--- config.mk ---
export PLATFORM = sky130hd
export DESIGN_NAME = phybm_regs
export DESIGN_NICKNAME = d
export VERILOG_FILES = /design/src/design/phybm_pkg.sv /design/src/design/phybm_regs.sv /design/src/design/phybm_status_latch.sv /design/src/design/phybm_timer.sv
export SDC_FILE = /design/constraint.sdc
export NUM_CORES = 1
export LEC_CHECK = 0
export BUFFER_PORTS_ARGS = -buffer_cell sky130_fd_sc_hd__buf_4
export CORE_MARGIN = 2
export CORE_UTILIZATION = 59
export DETAILED_ROUTE_END_ITERATION = 10
export PLACE_DENSITY = 0.83
export SETUP_SLACK_MARGIN = 0.3
export SYNTH_ARGS = -nofsm -noshare
export SYNTH_HDL_FRONTEND = slang
export SYNTH_SLANG_ARGS = --single-unit
--- constraint.sdc ---
create_clock -name ref_clk -period 3.65 [get_ports ref_clk]
set_input_delay 0.365 -clock ref_clk [delete_from_list [all_inputs] [get_ports ref_clk]]
set_output_delay 0.365 -clock ref_clk [all_outputs]
set_load 0.03 [all_outputs]
--- src/design/phybm_pkg.sv ---
package phybm_pkg;

    // register indexes
    localparam logic [4:0] IDX_BASIC_CTRL = 5'h00;
    localparam logic [4:0] IDX_BASIC_STAT = 5'h01;
    localparam logic [4:0] IDX_IDENT_HIGH = 5'h02;
    localparam logic [4:0] IDX_IDENT_LOW = 5'h03;
    localparam logic [4:0] IDX_AN_ADV = 5'h04;
    localparam logic [4:0] IDX_AN_PARTNER = 5'h05;
    localparam logic [4:0] IDX_AN_EXPAN = 5'h06;
    localparam logic [4:0] IDX_MODE_CTRL = 5'h11;
    localparam logic [4:0] IDX_SPEC_MODES = 5'h12;
    localparam logic [4:0] IDX_SPEC_IND = 5'h1b;
    localparam logic [4:0] IDX_IRQ_SRC = 5'h1d;
    localparam logic [4:0] IDX_IRQ_MASK = 5'h1e;
    localparam logic [4:0] IDX_SPEC_CTRL = 5'h1f;

    // vendor storage slots
    localparam int VEND_SLOTS = 6;
    localparam logic [2:0] SLOT_MODE_CTRL = 3'h0;
    localparam logic [2:0] SLOT_SPEC_MODES = 3'h1;
    localparam logic [2:0] SLOT_SPEC_IND = 3'h2;
    localparam logic [2:0] SLOT_IRQ_SRC = 3'h3;
    localparam logic [2:0] SLOT_IRQ_MASK = 3'h4;
    localparam logic [2:0] SLOT_SPEC_CTRL = 3'h5;

    // basic control field positions
    localparam int CTRL_SOFT_RST = 15;
    localparam int CTRL_LOOPBACK = 14;
    localparam int CTRL_SPEED = 13;
    localparam int CTRL_AN_EN = 12;
    localparam int CTRL_PWR_DOWN = 11;
    localparam int CTRL_AN_RESTART = 9;
    localparam int CTRL_DUPLEX = 8;
    localparam int CTRL_COL_TEST = 7;
    localparam logic [15:0] CTRL_WR_MASK = 16'hfb80;
    localparam logic [15:0] CTRL_RST_VAL = 16'h0000;

    // basic status field positions
    localparam int STAT_AN_DONE = 5;
    localparam int STAT_RFAULT = 4;
    localparam int STAT_LINK = 2;
    localparam int STAT_JABBER = 1;
    // T4=0, 100FD/100HD/10FD/10HD=1, AN ability=1, extended=1
    localparam logic [15:0] STAT_FIXED = 16'h7809;

    localparam logic [15:0] AN_ADV_RST_VAL = 16'h0001;
    localparam logic [15:0] VEND_RST_VAL = 16'h0000;
    localparam logic [15:0] READ_ZERO = 16'h0000;

    // soft reset duration
    localparam int CLK_MHZ = 200;
    localparam int SOFT_RST_NS = 1000;
    localparam int SOFT_RST_CYC = (SOFT_RST_NS * CLK_MHZ + 999) / 1000;
    localparam int TMR_W = 12;

endpackage

--- src/design/phybm_regs.sv ---
`timescale 1ns/1ps
module phybm_regs #(
    parameter logic [15:0] IDENT_HIGH = 16'h1234, // arbitrary value
    parameter logic [15:0] IDENT_LOW = 16'h5678 // arbitrary value
) (
    input wire logic ref_clk, // 200 MHz clock
    input wire logic sys_rst, // synchronous reset, active high
    input wire logic [4:0] acc_index, // register index
    input wire logic acc_wr, // write strobe, one cycle
    input wire logic acc_rd, // read strobe, one cycle
    input wire logic [15:0] acc_wdata, // write data
    output logic [15:0] acc_rdata, // read data
    output logic acc_rvalid, // read data valid pulse
    input wire logic speed_sel_pin, // speed strap pin
    input wire logic link_up_in, // live link condition
    input wire logic remote_fault_in, // live remote fault
    input wire logic jabber_in, // live jabber condition
    input wire logic an_done_in, // negotiation finished pulse
    input wire logic an_speed_100_in, // negotiated speed
    input wire logic an_full_duplex_in, // negotiated duplex
    input wire logic [15:0] lp_ability_in, // partner ability word
    output logic phy_soft_rst, // soft reset in progress
    output logic an_restart, // restart negotiation pulse
    output logic an_enable, // negotiation enabled
    output logic loopback_en, // loopback mode
    output logic power_down, // general power-down
    output logic speed_100, // effective speed
    output logic full_duplex, // effective duplex
    output logic col_test_en // collision test enable
);
    import phybm_pkg::*;

    logic [15:0] ctrl_r;
    logic [15:0] an_adv_r;
    logic [15:0] vend_mem [VEND_SLOTS];
    logic strap_meta_r;
    logic strap_sync_r;
    logic strap_load_r;
    logic an_cmpl_r;
    logic an_restart_r;
    logic pd_prev_r;
    logic speed_100_r;
    logic full_duplex_r;
    logic [15:0] rdata_r;
    logic rvalid_r;
    logic srst_busy;
    logic srst_done;
    logic state_rst;
    logic stat_rd;
    logic rfault_held;
    logic link_held;
    logic jabber_held;
    logic ctrl_wr;
    logic vend_hit;
    logic [2:0] vend_slot;
    logic [15:0] stat_word;
    logic [15:0] rd_word;
    logic pd_fall;

    // the soft reset returns register and status state to defaults when its interval ends; the read data register keeps its value
    assign state_rst = sys_rst | srst_done;
    assign ctrl_wr = acc_wr && (acc_index == IDX_BASIC_CTRL) && !srst_busy;
    assign stat_rd = acc_rd && (acc_index == IDX_BASIC_STAT);
    assign pd_fall = pd_prev_r && !ctrl_r[CTRL_PWR_DOWN];

    // strap pin is asynchronous; not reset so it settles while reset is held
    always_ff @(posedge ref_clk) begin
        strap_meta_r <= speed_sel_pin;
        strap_sync_r <= strap_meta_r;
    end

    // strap is taken one cycle after release, never inside the reset branch
    always_ff @(posedge ref_clk) begin
        if (state_rst) begin
            strap_load_r <= 1'b1;
        end else begin
            strap_load_r <= 1'b0;
        end
    end

    phybm_timer #(
        .W(TMR_W),
        .COUNT(TMR_W'(SOFT_RST_CYC))
    ) u_srst_timer (
        .ref_clk(ref_clk),
        .sys_rst(sys_rst),
        .start(ctrl_wr && acc_wdata[CTRL_SOFT_RST]),
        .busy(srst_busy),
        .done(srst_done)
    );

    always_ff @(posedge ref_clk) begin
        if (state_rst) begin
            ctrl_r <= CTRL_RST_VAL;
        end else begin
            // a write in the first cycle after reset wins over the strap, so it is never lost
            if (ctrl_wr) begin
                // reserved bits stay zero
                ctrl_r <= acc_wdata & CTRL_WR_MASK;
            end else if (strap_load_r) begin
                ctrl_r[CTRL_SPEED] <= strap_sync_r;
                ctrl_r[CTRL_AN_EN] <= strap_sync_r;
            end else if (ctrl_r[CTRL_AN_RESTART]) begin
                ctrl_r[CTRL_AN_RESTART] <= 1'b0;
            end
        end
    end

    // restart pulse follows a restart request or leaving power-down, only while negotiation is enabled
    always_ff @(posedge ref_clk) begin
        if (state_rst) begin
            pd_prev_r <= 1'b0;
            an_restart_r <= 1'b0;
        end else begin
            pd_prev_r <= ctrl_r[CTRL_PWR_DOWN];
            an_restart_r <= ctrl_r[CTRL_AN_EN] && (ctrl_r[CTRL_AN_RESTART] || pd_fall);
        end
    end

    // a completion in the same cycle as the restart pulse is kept
    always_ff @(posedge ref_clk) begin
        if (state_rst) begin
            an_cmpl_r <= 1'b0;
        end else if (an_done_in && ctrl_r[CTRL_AN_EN] && !ctrl_r[CTRL_PWR_DOWN]) begin
            an_cmpl_r <= 1'b1;
        end else if (an_restart_r || ctrl_r[CTRL_PWR_DOWN] || !ctrl_r[CTRL_AN_EN]) begin
            an_cmpl_r <= 1'b0;
        end
    end

    // manual speed and duplex only matter with negotiation off
    always_ff @(posedge ref_clk) begin
        if (state_rst) begin
            speed_100_r <= 1'b0;
            full_duplex_r <= 1'b0;
        end else if (ctrl_r[CTRL_AN_EN]) begin
            speed_100_r <= an_speed_100_in;
            full_duplex_r <= an_full_duplex_in;
        end else begin
            speed_100_r <= ctrl_r[CTRL_SPEED];
            full_duplex_r <= ctrl_r[CTRL_DUPLEX];
        end
    end

    phybm_status_latch #(
        .LATCH_HIGH(1'b1)
    ) u_rfault (
        .ref_clk(ref_clk),
        .sys_rst(state_rst),
        .live(remote_fault_in),
        .rd_clr(stat_rd),
        .held(rfault_held)
    );

    phybm_status_latch #(
        .LATCH_HIGH(1'b0)
    ) u_link (
        .ref_clk(ref_clk),
        .sys_rst(state_rst),
        .live(link_up_in),
        .rd_clr(stat_rd),
        .held(link_held)
    );

    phybm_status_latch #(
        .LATCH_HIGH(1'b1)
    ) u_jabber (
        .ref_clk(ref_clk),
        .sys_rst(state_rst),
        .live(jabber_in),
        .rd_clr(stat_rd),
        .held(jabber_held)
    );

    always_comb begin
        stat_word = STAT_FIXED;
        stat_word[STAT_AN_DONE] = an_cmpl_r;
        stat_word[STAT_RFAULT] = rfault_held;
        stat_word[STAT_LINK] = link_held;
        stat_word[STAT_JABBER] = jabber_held;
    end

    always_comb begin
        vend_hit = 1'b1;
        vend_slot = SLOT_MODE_CTRL;
        unique case (acc_index)
            IDX_MODE_CTRL: vend_slot = SLOT_MODE_CTRL;
            IDX_SPEC_MODES: vend_slot = SLOT_SPEC_MODES;
            IDX_SPEC_IND: vend_slot = SLOT_SPEC_IND;
            IDX_IRQ_SRC: vend_slot = SLOT_IRQ_SRC;
            IDX_IRQ_MASK: vend_slot = SLOT_IRQ_MASK;
            IDX_SPEC_CTRL: vend_slot = SLOT_SPEC_CTRL;
            default: vend_hit = 1'b0;
        endcase
    end

    // vendor layouts are not modelled: plain storage only
    always_ff @(posedge ref_clk) begin
        if (state_rst) begin
            for (int i = 0; i < VEND_SLOTS; i++) begin
                vend_mem[i] <= VEND_RST_VAL;
            end
        end else if (acc_wr && vend_hit && !srst_busy) begin
            vend_mem[vend_slot] <= acc_wdata;
        end
    end

    always_ff @(posedge ref_clk) begin
        if (state_rst) begin
            an_adv_r <= AN_ADV_RST_VAL;
        end else if (acc_wr && (acc_index == IDX_AN_ADV) && !srst_busy) begin
            an_adv_r <= acc_wdata;
        end
    end

    always_comb begin
        rd_word = READ_ZERO;
        unique case (acc_index)
            IDX_BASIC_CTRL: rd_word = ctrl_r;
            IDX_BASIC_STAT: rd_word = stat_word;
            IDX_IDENT_HIGH: rd_word = IDENT_HIGH;
            IDX_IDENT_LOW: rd_word = IDENT_LOW;
            IDX_AN_ADV: rd_word = an_adv_r;
            IDX_AN_PARTNER: rd_word = lp_ability_in;
            IDX_AN_EXPAN: rd_word = READ_ZERO;
            default: rd_word = vend_hit ? vend_mem[vend_slot] : READ_ZERO;
        endcase
    end

    // the word returned is the one latched before the read clears it
    always_ff @(posedge ref_clk) begin
        if (sys_rst) begin
            rdata_r <= READ_ZERO;
            rvalid_r <= 1'b0;
        end else begin
            rvalid_r <= acc_rd;
            if (acc_rd) begin
                rdata_r <= rd_word;
            end
        end
    end

    assign acc_rdata = rdata_r;
    assign acc_rvalid = rvalid_r;
    assign phy_soft_rst = srst_busy;
    assign an_restart = an_restart_r;
    assign an_enable = ctrl_r[CTRL_AN_EN];
    assign loopback_en = ctrl_r[CTRL_LOOPBACK];
    assign power_down = ctrl_r[CTRL_PWR_DOWN];
    assign speed_100 = speed_100_r;
    assign full_duplex = full_duplex_r;
    assign col_test_en = ctrl_r[CTRL_COL_TEST];

endmodule

--- src/design/phybm_status_latch.sv ---
`timescale 1ns/1ps
module phybm_status_latch #(
    parameter bit LATCH_HIGH = 1'b1
) (
    input wire logic ref_clk, // clock
    input wire logic sys_rst, // synchronous reset, also soft reset
    input wire logic live, // live condition
    input wire logic rd_clr, // status register read
    output logic held // latched value
);
    always_ff @(posedge ref_clk) begin
        if (sys_rst) begin
            held <= 1'b0;
        end else if (rd_clr) begin
            // after a read the bit tracks the live condition again
            held <= live;
        end else if (LATCH_HIGH) begin
            held <= held | live;
        end else begin
            held <= held & live;
        end
    end
endmodule

--- src/design/phybm_timer.sv ---
`timescale 1ns/1ps
module phybm_timer #(
    parameter int W = 12,
    parameter logic [W-1:0] COUNT = '1
) (
    input wire logic ref_clk, // clock
    input wire logic sys_rst, // synchronous reset
    input wire logic start, // start pulse, ignored while busy
    output logic busy, // counting
    output logic done // one-cycle pulse at the end
);
    logic [W-1:0] cnt_r;

    always_ff @(posedge ref_clk) begin
        if (sys_rst) begin
            cnt_r <= '0;
            busy <= 1'b0;
            done <= 1'b0;
        end else begin
            done <= 1'b0;
            if (busy) begin
                // done lands on the last busy cycle so state clears before writes reopen;
                // a count of 1 gives no done pulse
                if (cnt_r == W'(2)) begin
                    done <= 1'b1;
                end
                if (cnt_r == W'(1)) begin
                    busy <= 1'b0;
                end
                cnt_r <= cnt_r - W'(1);
            end else if (start) begin
                busy <= 1'b1;
                cnt_r <= COUNT;
            end
        end
    end
endmodule

# ---- Word level (Yosys, flattened, before mapping)
# Memory sizes are Yosys's and may differ from the RTL's.
# Cells that the tools add are included.
dict set report totals {
  reg_bits 66
  ram_bits 96
  inputBits 48
  out_inout_bits 25
  word_cells 96
  mem_count 1
}
dict set report op_classes {
  add_sub_neg 1
  eq_ne 15
  muxes 29
  bitwise_logic 5
  n_reduce_logical 25
}
# memory words width read_ports rd_ports_with_merged_regs wr line_no
set mem_list {}
lappend mem_list {vend_mem 6 16 1 0 6 phybm_regs.sv:35} ;# logic [15:0] vend_mem [VEND_SLOTS];
# cell n
set ops {}
lappend ops {{$pmux 16 s7} 1}
lappend ops {{$mux 16} 2}
lappend ops {{$eq 5x5->1 const B} 6}
lappend ops {{$mux 12} 2}
lappend ops {{$mux 1} 20}
lappend ops {{$reduce_or 16->1} 1}
lappend ops {{$eq 5x3->1 const B} 3}
lappend ops {{$pmux 3 s5} 1}
lappend ops {{$eq 12x1->1 const B} 1}
lappend ops {{$eq 12x2->1 const B} 1}
lappend ops {{$logic_and 1x1->1} 12}
lappend ops {{$sub 12x1->12 const B} 1}
lappend ops {{$eq 5x2->1 const B} 2}
lappend ops {{$reduce_bool 2->1} 3}
lappend ops {{$reduce_or 6->1} 1}
lappend ops {{$eq 5x1->1 const B} 1}
lappend ops {{$logic_not 5->1} 1}
lappend ops {{$mux 2} 2}
lappend ops {{$logic_not 1->1} 3}
lappend ops {{$logic_or 1x1->1} 3}
lappend ops {{$mux 3} 1}
lappend ops {{$or 1x1->1} 3}
lappend ops {{$ne 2x1->1 const B} 1}
lappend ops {{$reduce_or 2->1} 1}
lappend ops {{other kinds (2)} 2}

# ---- Longest topological paths before layout
# Gate-level depths: netlist (run 1).
dict set report logic_depth {
  depth_word 10
  ltp_mapped 9
}

# ---- Cells and area by module
# A second synthesis (run 1) with hierarchy kept.
dict set report unflattened {
  hier_cells 775
  hier_area_um2 7689.9
}
# mod n_inst cells_each area_each_um2
set modules_own_cells {}
lappend modules_own_cells {phybm_regs 1 679 6811.5}
lappend modules_own_cells {phybm_timer 1 85 764.5}
lappend modules_own_cells {{phybm_status_latch (u_jabber ...)} 2 4 38.8}
lappend modules_own_cells {{phybm_status_latch (u_link)} 1 3 36.3}

# ---- Worst setup path before layout (run 1)
# No wires, ideal clock.
dict set report synth_timing {
  path_type {input to register}
  startpoint {in acc_index[2]}
  endpoint {mem vend_mem[4][0] (enable)}
  arrival_ns 2.669
  required_ns 3.239
  path_slack_ns 0.570
  path_stages 7
  path_buffers 2
  cell_sequence {buf_6 -> nand2b_1 -> o221ai_1 -> or2_2 -> clkbuf_1 -> o21ai_2 -> o21ai_0}
}
# element line_no
set synth_lines {}
lappend synth_lines {{start: declaration} phybm_regs.sv:8} ;# input wire logic [4:0] acc_index,
lappend synth_lines {{end: declaration} phybm_regs.sv:35}

==> results.json, run 1 <==
{
  "status": "finished, final reports clean",
  "ant_nets": 0,
  "finalCriticalPeriod_ps": 2480,
  "yosysWarnings": 0,
  "wirelength_met1_um": 8370,
  "die_x_um": 118,
  "finalHoldWorstSlack_ps": 37.5,
  "drtIter0Drc": 894,
  "mostFrequentLayoutCells": "121 x nor2_1, 96 x edfxtp_1, 93 x buf_4",
  "vdd_drop_max_uv": 407,
  "avgSynthCellArea_um2": 9.68,
  "rows": 41,
  "wire_per_inst_um": 21.8,
  "ctsHoldBuffers": 0,
  "dp_hpwl_um": 15500,
  "cellLeakagePower_nw": 3.39,
  "pre_cts_ws_ps": 436,
  "hp-class": "in -> reg",
  "crit_path_cell_trace": "buf_4, or4b_4, a21oi_4, o211ai_1, nand2_1",
  "grt_pass1_wl_um": 34800,
  "synth_top_area_cell": "edfxtp_1",
  "grt_max_degree": 35,
  "crit_slowest_cell": "nand2_1",
  "grt_use_total_pct": 32.6,
  "core-area_mm2": 0.0127,
  "final.setup.tns_ps": 0,
  "relSlewSlack_pct": 30.5,
  "synth.distinct_cells": 68,
  "dr.max_layer_used": "met4",
  "rsz0062_at_grt": "no",
  "postCtsSetupBuffers": 0,
  "worst_slack_ps": 1170,
  "initial_core_util_pct": 60.6,
  "n_fill_cell": 968,
  "synth_fp_nets": 844,
  "fmax_mhz": 404,
  "cp-start-kind": "input port",
  "drc": 0,
  "io_pins": 73,
  "cp_data_arrival_time_ps": 2530,
  "syn_area_mm2": 0.00768,
  "synth_cells": 793,
  "cts.clk_slew.worst_paths_ps": 60,
  "gp_congestion": 0.920,
  "routed_wl_um": 22500,
  "powerDensity_mw_per_mm2": 468,
  "ys_ff_latch": 162,
  "cts_root_buffer": "clkbuf_16",
  "clock_latency_ps": 430,
  "async_flop_share_pct": 0,
  "grt_pass1_vias": 6448,
  "fin_nets": 899,
  "wl_met3_um": 2280,
  "min_period_over_period_pct": 67.8,
  "numCtsBuffers": 17,
  "critPathTopFamily": "simple AND/OR/NAND/NOR gates",
  "antenna_found_initial": 0,
  "cts_tree": "done",
  "worst_slew_pin_slew_ps": 1040,
  "dieArea_mm2": 0.0139,
  "grt_remaining_overflow": 0,
  "path_class": "in -> reg",
  "post_drt_via_cell_ratio": 6.64,
  "wl_met2_um": 11000,
  "drive_gt1_share_pct": 17.1,
  "h-tree-depth": 4,
  "synth-edff-count": 96,
  "hold_violations": 0,
  "path_buf_inv": 1,
  "cts_resized": 0,
  "cp-end-kind": "flop",
  "max_cap_viol_count": 0,
  "first_pass_iters": 6,
  "cts.sinks": 162,
  "path_max_fanout": 34,
  "yosysSeqAreaShare_pct": 54.7,
  "synth_area_leaders": "edfxtp_1 38%, dfxtp_1 17%, nor2_1 5.9%",
  "finalClockSkew_ps": 5.10,
  "dr_total_vias": 6855,
  "antenna_cells": 0,
  "area_growth_pct": 16.2,
  "die_y_um": 118,
  "final_common_cell": "nor2_1",
  "clock_path_buffers": 2,
  "worstPathRequired_ps": 3710,
  "fin_util_pct": 70.4,
  "port_buffers": 72,
  "finalSetupViolations": 0,
  "dominantRegCellSynth": "edfxtp_1",
  "cp_slowest_stage_delay_ps": 590,
  "drv_slew": 0,
  "yosysTopAreaCellShare_pct": 37.5
}
[sequential cells by signal, summed over array words and instances, names as in the netlist]
name	cells
speed_100	1
an_adv_r	16
strap_meta_r	1
strap_sync_r	1
an_cmpl_r	1
u_jabber.held	1
u_srst_timer.cnt_r	12
u_rfault.held	1
acc_rvalid	1
acc_rdata	16
full_duplex	1
vend_mem	96
an_restart	1
u_link.held	1
pd_prev_r	1
strap_load_r	1
u_srst_timer.busy	1
ctrl_r	8
u_srst_timer.done	1
[report_power, final]
group	switching [mW]	total, mW	internal (mW)
logic	0.264	0.402	0.138
registers	0.0357	2.04	2.00
clock network	0.726	1.74	1.01
total	1.03	4.18	3.16
[final cells by class]
class | instances | area, µm² | area share [%]
sequential | 162 | 4200 | 47.1
multi-input combinational | 543 | 3120 | 34.9
timing repair buffer | 93 | 698 | 7.82
clock buffer | 19 | 475 | 5.33
tap | 172 | 215 | 2.41
inverter | 31 | 116 | 1.30
clock inverter | 13 | 101 | 1.14
[layer usage]
layer  GRT usage (%)  vias to the layer above
met2            52.4                      496
li1                -                     3030
met1            41.9                     3253
met3            6.78                       76
met4            16.1                        0
met5               0                        -
[final timing paths]
path / startpoint / endpoint / slack (ps) / cells after the start
max reg2reg: u_srst_timer.busy / vend_mem[1][11] / 1240 / 7
min: speed_sel_pin / strap_meta_r / 40 / 1
min reg2reg: strap_meta_r / strap_sync_r / 330 / 0
max: acc_index[1] / vend_mem[5][6] / 1170 / 5
[stage by stage]
| step | instances | cell area (µm²) | power [mW] |
|---|---|---|---|
| after detailed placement | 1001 | 8350 | 2.47 |
| after floorplan | 793 | 7680 | 2.30 |
| final | 1033 | 8930 | 4.18 |
| after global routing | 1033 | 8930 | 4.30 |
| after CTS | 1033 | 8920 | 4.17 |
| after global placement | 1001 | 8350 | 2.45 |
[Yosys cell counts, types with 10 or more instances]
cell type,instances
a221oi_1,10
nand2_1,78
and3_1,11
or3_1,14
nor4_1,13
clkbuf_1,38
o21ai_0,17
buf_2,15
a21oi_1,58
nor2_1,121
dfxtp_1,66
nand3_1,31
inv_1,31
mux2i_1,11
edfxtp_1,96
nor3_1,13
[kinds of logic after synthesis]
kind of cell / share of synthesized area [%]
xor gates and xnor gates: 0.456
DFF: 54.7
muxes: 1.73
buffers and inverters: 4.79
AOI/OAI and AO/OA: 17.1
and+or+nand+nor: 20.7
adders and majority gates: 0.489
(Power assumes the default switching activity.)
==> inputs of run 2 (changes only) <==
--- a/config.mk
+++ b/config.mk
@@ -7,9 +7,9 @@
 export LEC_CHECK = 0
 export BUFFER_PORTS_ARGS = -buffer_cell sky130_fd_sc_hd__buf_4
 export CORE_MARGIN = 2
-export CORE_UTILIZATION = 59
+export CORE_UTILIZATION = 53
 export DETAILED_ROUTE_END_ITERATION = 10
-export PLACE_DENSITY = 0.83
+export PLACE_DENSITY = 0.79
 export SETUP_SLACK_MARGIN = 0.3
 export SYNTH_ARGS = -nofsm -noshare
 export SYNTH_HDL_FRONTEND = slang
==> constraint.sdc (replaced) <==
create_clock -name ref_clk -period 2 [get_ports ref_clk]
set_input_delay 0.2 -clock ref_clk [delete_from_list [all_inputs] [get_ports ref_clk]]
set_output_delay 0.2 -clock ref_clk [all_outputs]
set_load 0.03 [all_outputs]
==> run 2 against run 1 <==
Effect of this change: first-iteration DRC count decreased by 7.2%; clock-buffer cell count increased by 1; sequential share of layout area decreased by 5.7 points; combinational power increased by 140%; register-to-register slack got worse by 960 ps; global-route usage decreased by 1.1 points; critical path type is now reg -> reg; critical endpoint is now vend_mem[1][8]; largest power group unchanged.
==> results.json, run 2 (synthesis results as in run 1) <==
{
  "p_comb_share_pct": 12.5,
  "top_register": "vend_mem",
  "fin_nets": 995,
  "port_buffers": 72,
  "hold_violations": 0,
  "crit_end": "vend_mem[1][8]",
  "final_area_mm2": 0.0102,
  "final_common_cell": "buf_4",
  "final.setup.tns_ps": 0,
  "core-area_mm2": 0.0140,
  "grt_pass1_vias": 6937,
  "die_y_um": 124,
  "drtIter0Drc": 830,
  "status": "finished, final reports clean",
  "numCtsBuffers": 17,
  "largest_reg_flops": 96,
  "r2r_cells": 6,
  "rows": 43,
  "internal-power_mw": 5.78,
  "finalCriticalPeriod_ps": 1720,
  "grt_use_total_pct": 31.5,
  "cp-end-kind": "flop",
  "postPlaceCellArea_mm2": 0.00916,
  "path_class": "reg -> reg",
  "io_pins": 73,
  "antenna_cells": 0,
  "drc": 0,
  "die_x_um": 124,
  "seq_power_share_pct": 47.6,
  "netSwitchingFraction_pct": 26.0,
  "p_clk_share_pct": 39.9,
  "worstPathRequired_ps": 2120,
  "finalPower_mw": 7.81,
  "r2r_slack_ps": 280,
  "finalSetupViolations": 0,
  "r2r_start": "u_srst_timer.busy",
  "wire_per_inst_um": 21.8,
  "area_growth_pct": 32.3,
  "relSlewSlack_pct": 57.1,
  "cp_data_arrival_time_ps": 1840,
  "fin_util_pct": 72.3,
  "cp-start-kind": "flop",
  "dp_hpwl_um": 17400,
  "startpoint": "u_srst_timer.busy",
  "post_drt_via_cell_ratio": 6.35,
  "worst_slew_pin_slew_ps": 637,
  "drv_slew": 0,
  "cts.sinks": 162,
  "hp-class": "in -> reg",
  "gp_congestion": 1.02,
  "finalNonFillerCells": 1137,
  "dp.cells": 1086,
  "grt_max_degree": 34,
  "grt_remaining_overflow": 0,
  "max_cap_viol_count": 0,
  "mostFrequentLayoutCells": "171 x buf_4, 114 x nor2_1, 96 x edfxtp_1",
  "pre_cts_ws_ps": -191,
  "grt_pass1_wl_um": 37700,
  "cellLeakagePower_nw": 4.03,
  "rsz0062_at_grt": "yes",
  "first_pass_iters": 6,
  "rr_endpoint": "vend_mem[1][8]",
  "antenna_found_initial": 0,
  "worst_slack_ps": 283,
  "vdd_drop_max_uv": 695,
  "initial_core_util_pct": 54.7,
  "min_period_over_period_pct": 85.8,
  "drive_gt1_share_pct": 30.4,
  "path_max_fanout": 16,
  "cts_tree": "done",
  "dr_total_vias": 7221,
  "clock_latency_ps": 430,
  "fmax_mhz": 583,
  "finalHoldWorstSlack_ps": 8.78,
  "p_sw_mw": 2.03,
  "cts.clk_slew.worst_paths_ps": 70,
  "finalClockSkew_ps": 11.5,
  "cts_root_buffer": "clkbuf_16",
  "routed_wl_um": 24800,
  "ant_nets": 0,
  "dieArea_mm2": 0.0155,
  "powerDensity_mw_per_mm2": 769,
  "h-tree-depth": 4,
  "clock_path_buffers": 2
}
[run 2: cell count changes in the layout (fill, tap and decap cells not counted), sizes merged]
| cell | before | now |
|---|---|---|
| clkinv | 8 | 3 |
| inv | 35 | 40 |
| bufinv | 1 | 0 |
| dlygate4sd3 | 0 | 4 |
| buf | 93 | 185 |
| clkbuf | 19 | 20 |
[run 2: worst min path at each step]
stage / startpoint / to / cells past startpoint
6_report: an_speed_100_in / speed_100 / 3
5_1_grt: an_speed_100_in / speed_100 / 3
4_1_cts: an_speed_100_in / speed_100 / 3
3_5_place_dp: speed_sel_pin / strap_meta_r / 1
3_3_place_gp: speed_sel_pin / strap_meta_r / 1
2_1_floorplan: speed_sel_pin / strap_meta_r / 0
[run 2: routing by layer]
metal  GRT usage, %  wire length [µm]  up-vias
li1               -                 -     3240
met1           41.9              9530     3439
met2           48.4             11500      470
met3           8.25              2820       72
met4           14.5               909        0
met5              0                 0        -
[run 2: power groups by stage]
stage / registers, mW / logic, mW / clock network [mW]
after floorplan: 3.81 / 0.415 / 0
after global placement: 3.78 / 0.862 / 0
after detailed placement: 3.78 / 0.880 / 0
after CTS: 3.71 / 0.911 / 3.13
after global routing: 3.72 / 1.03 / 3.25
final: 3.72 / 0.978 / 3.12
[run 2: worst max-delay path, stage by stage, from the launching register on]
cell     delay, ps
dfxtp_4        350
nor2b_4        180
nand3_4        110
nor3_4         310
buf_4          180
nand3_4         90
nand2_8        170
[run 2: area by class of cell]
cell class,instances,area (µm²)
Inverter,31,116
Clock inverter,12,93.8
Sequential cell,162,4210
Fill cell,992,3880
Multi-Input combinational cell,543,3500
Timing Repair Buffer,189,1550
Tap cell,180,225
Clock buffer,20,468
[run 2: repair_timing]
item | in CTS | in global routing
pin swaps | 8 | 13
setup endpoints to repair | 165 | 171
endpoints found under the hold margin | 4 | 0
cloned | 1 | 0
hold buffers | 4 | 0
gates resized for setup | 32 | 47
setup buffers | 1 | 13
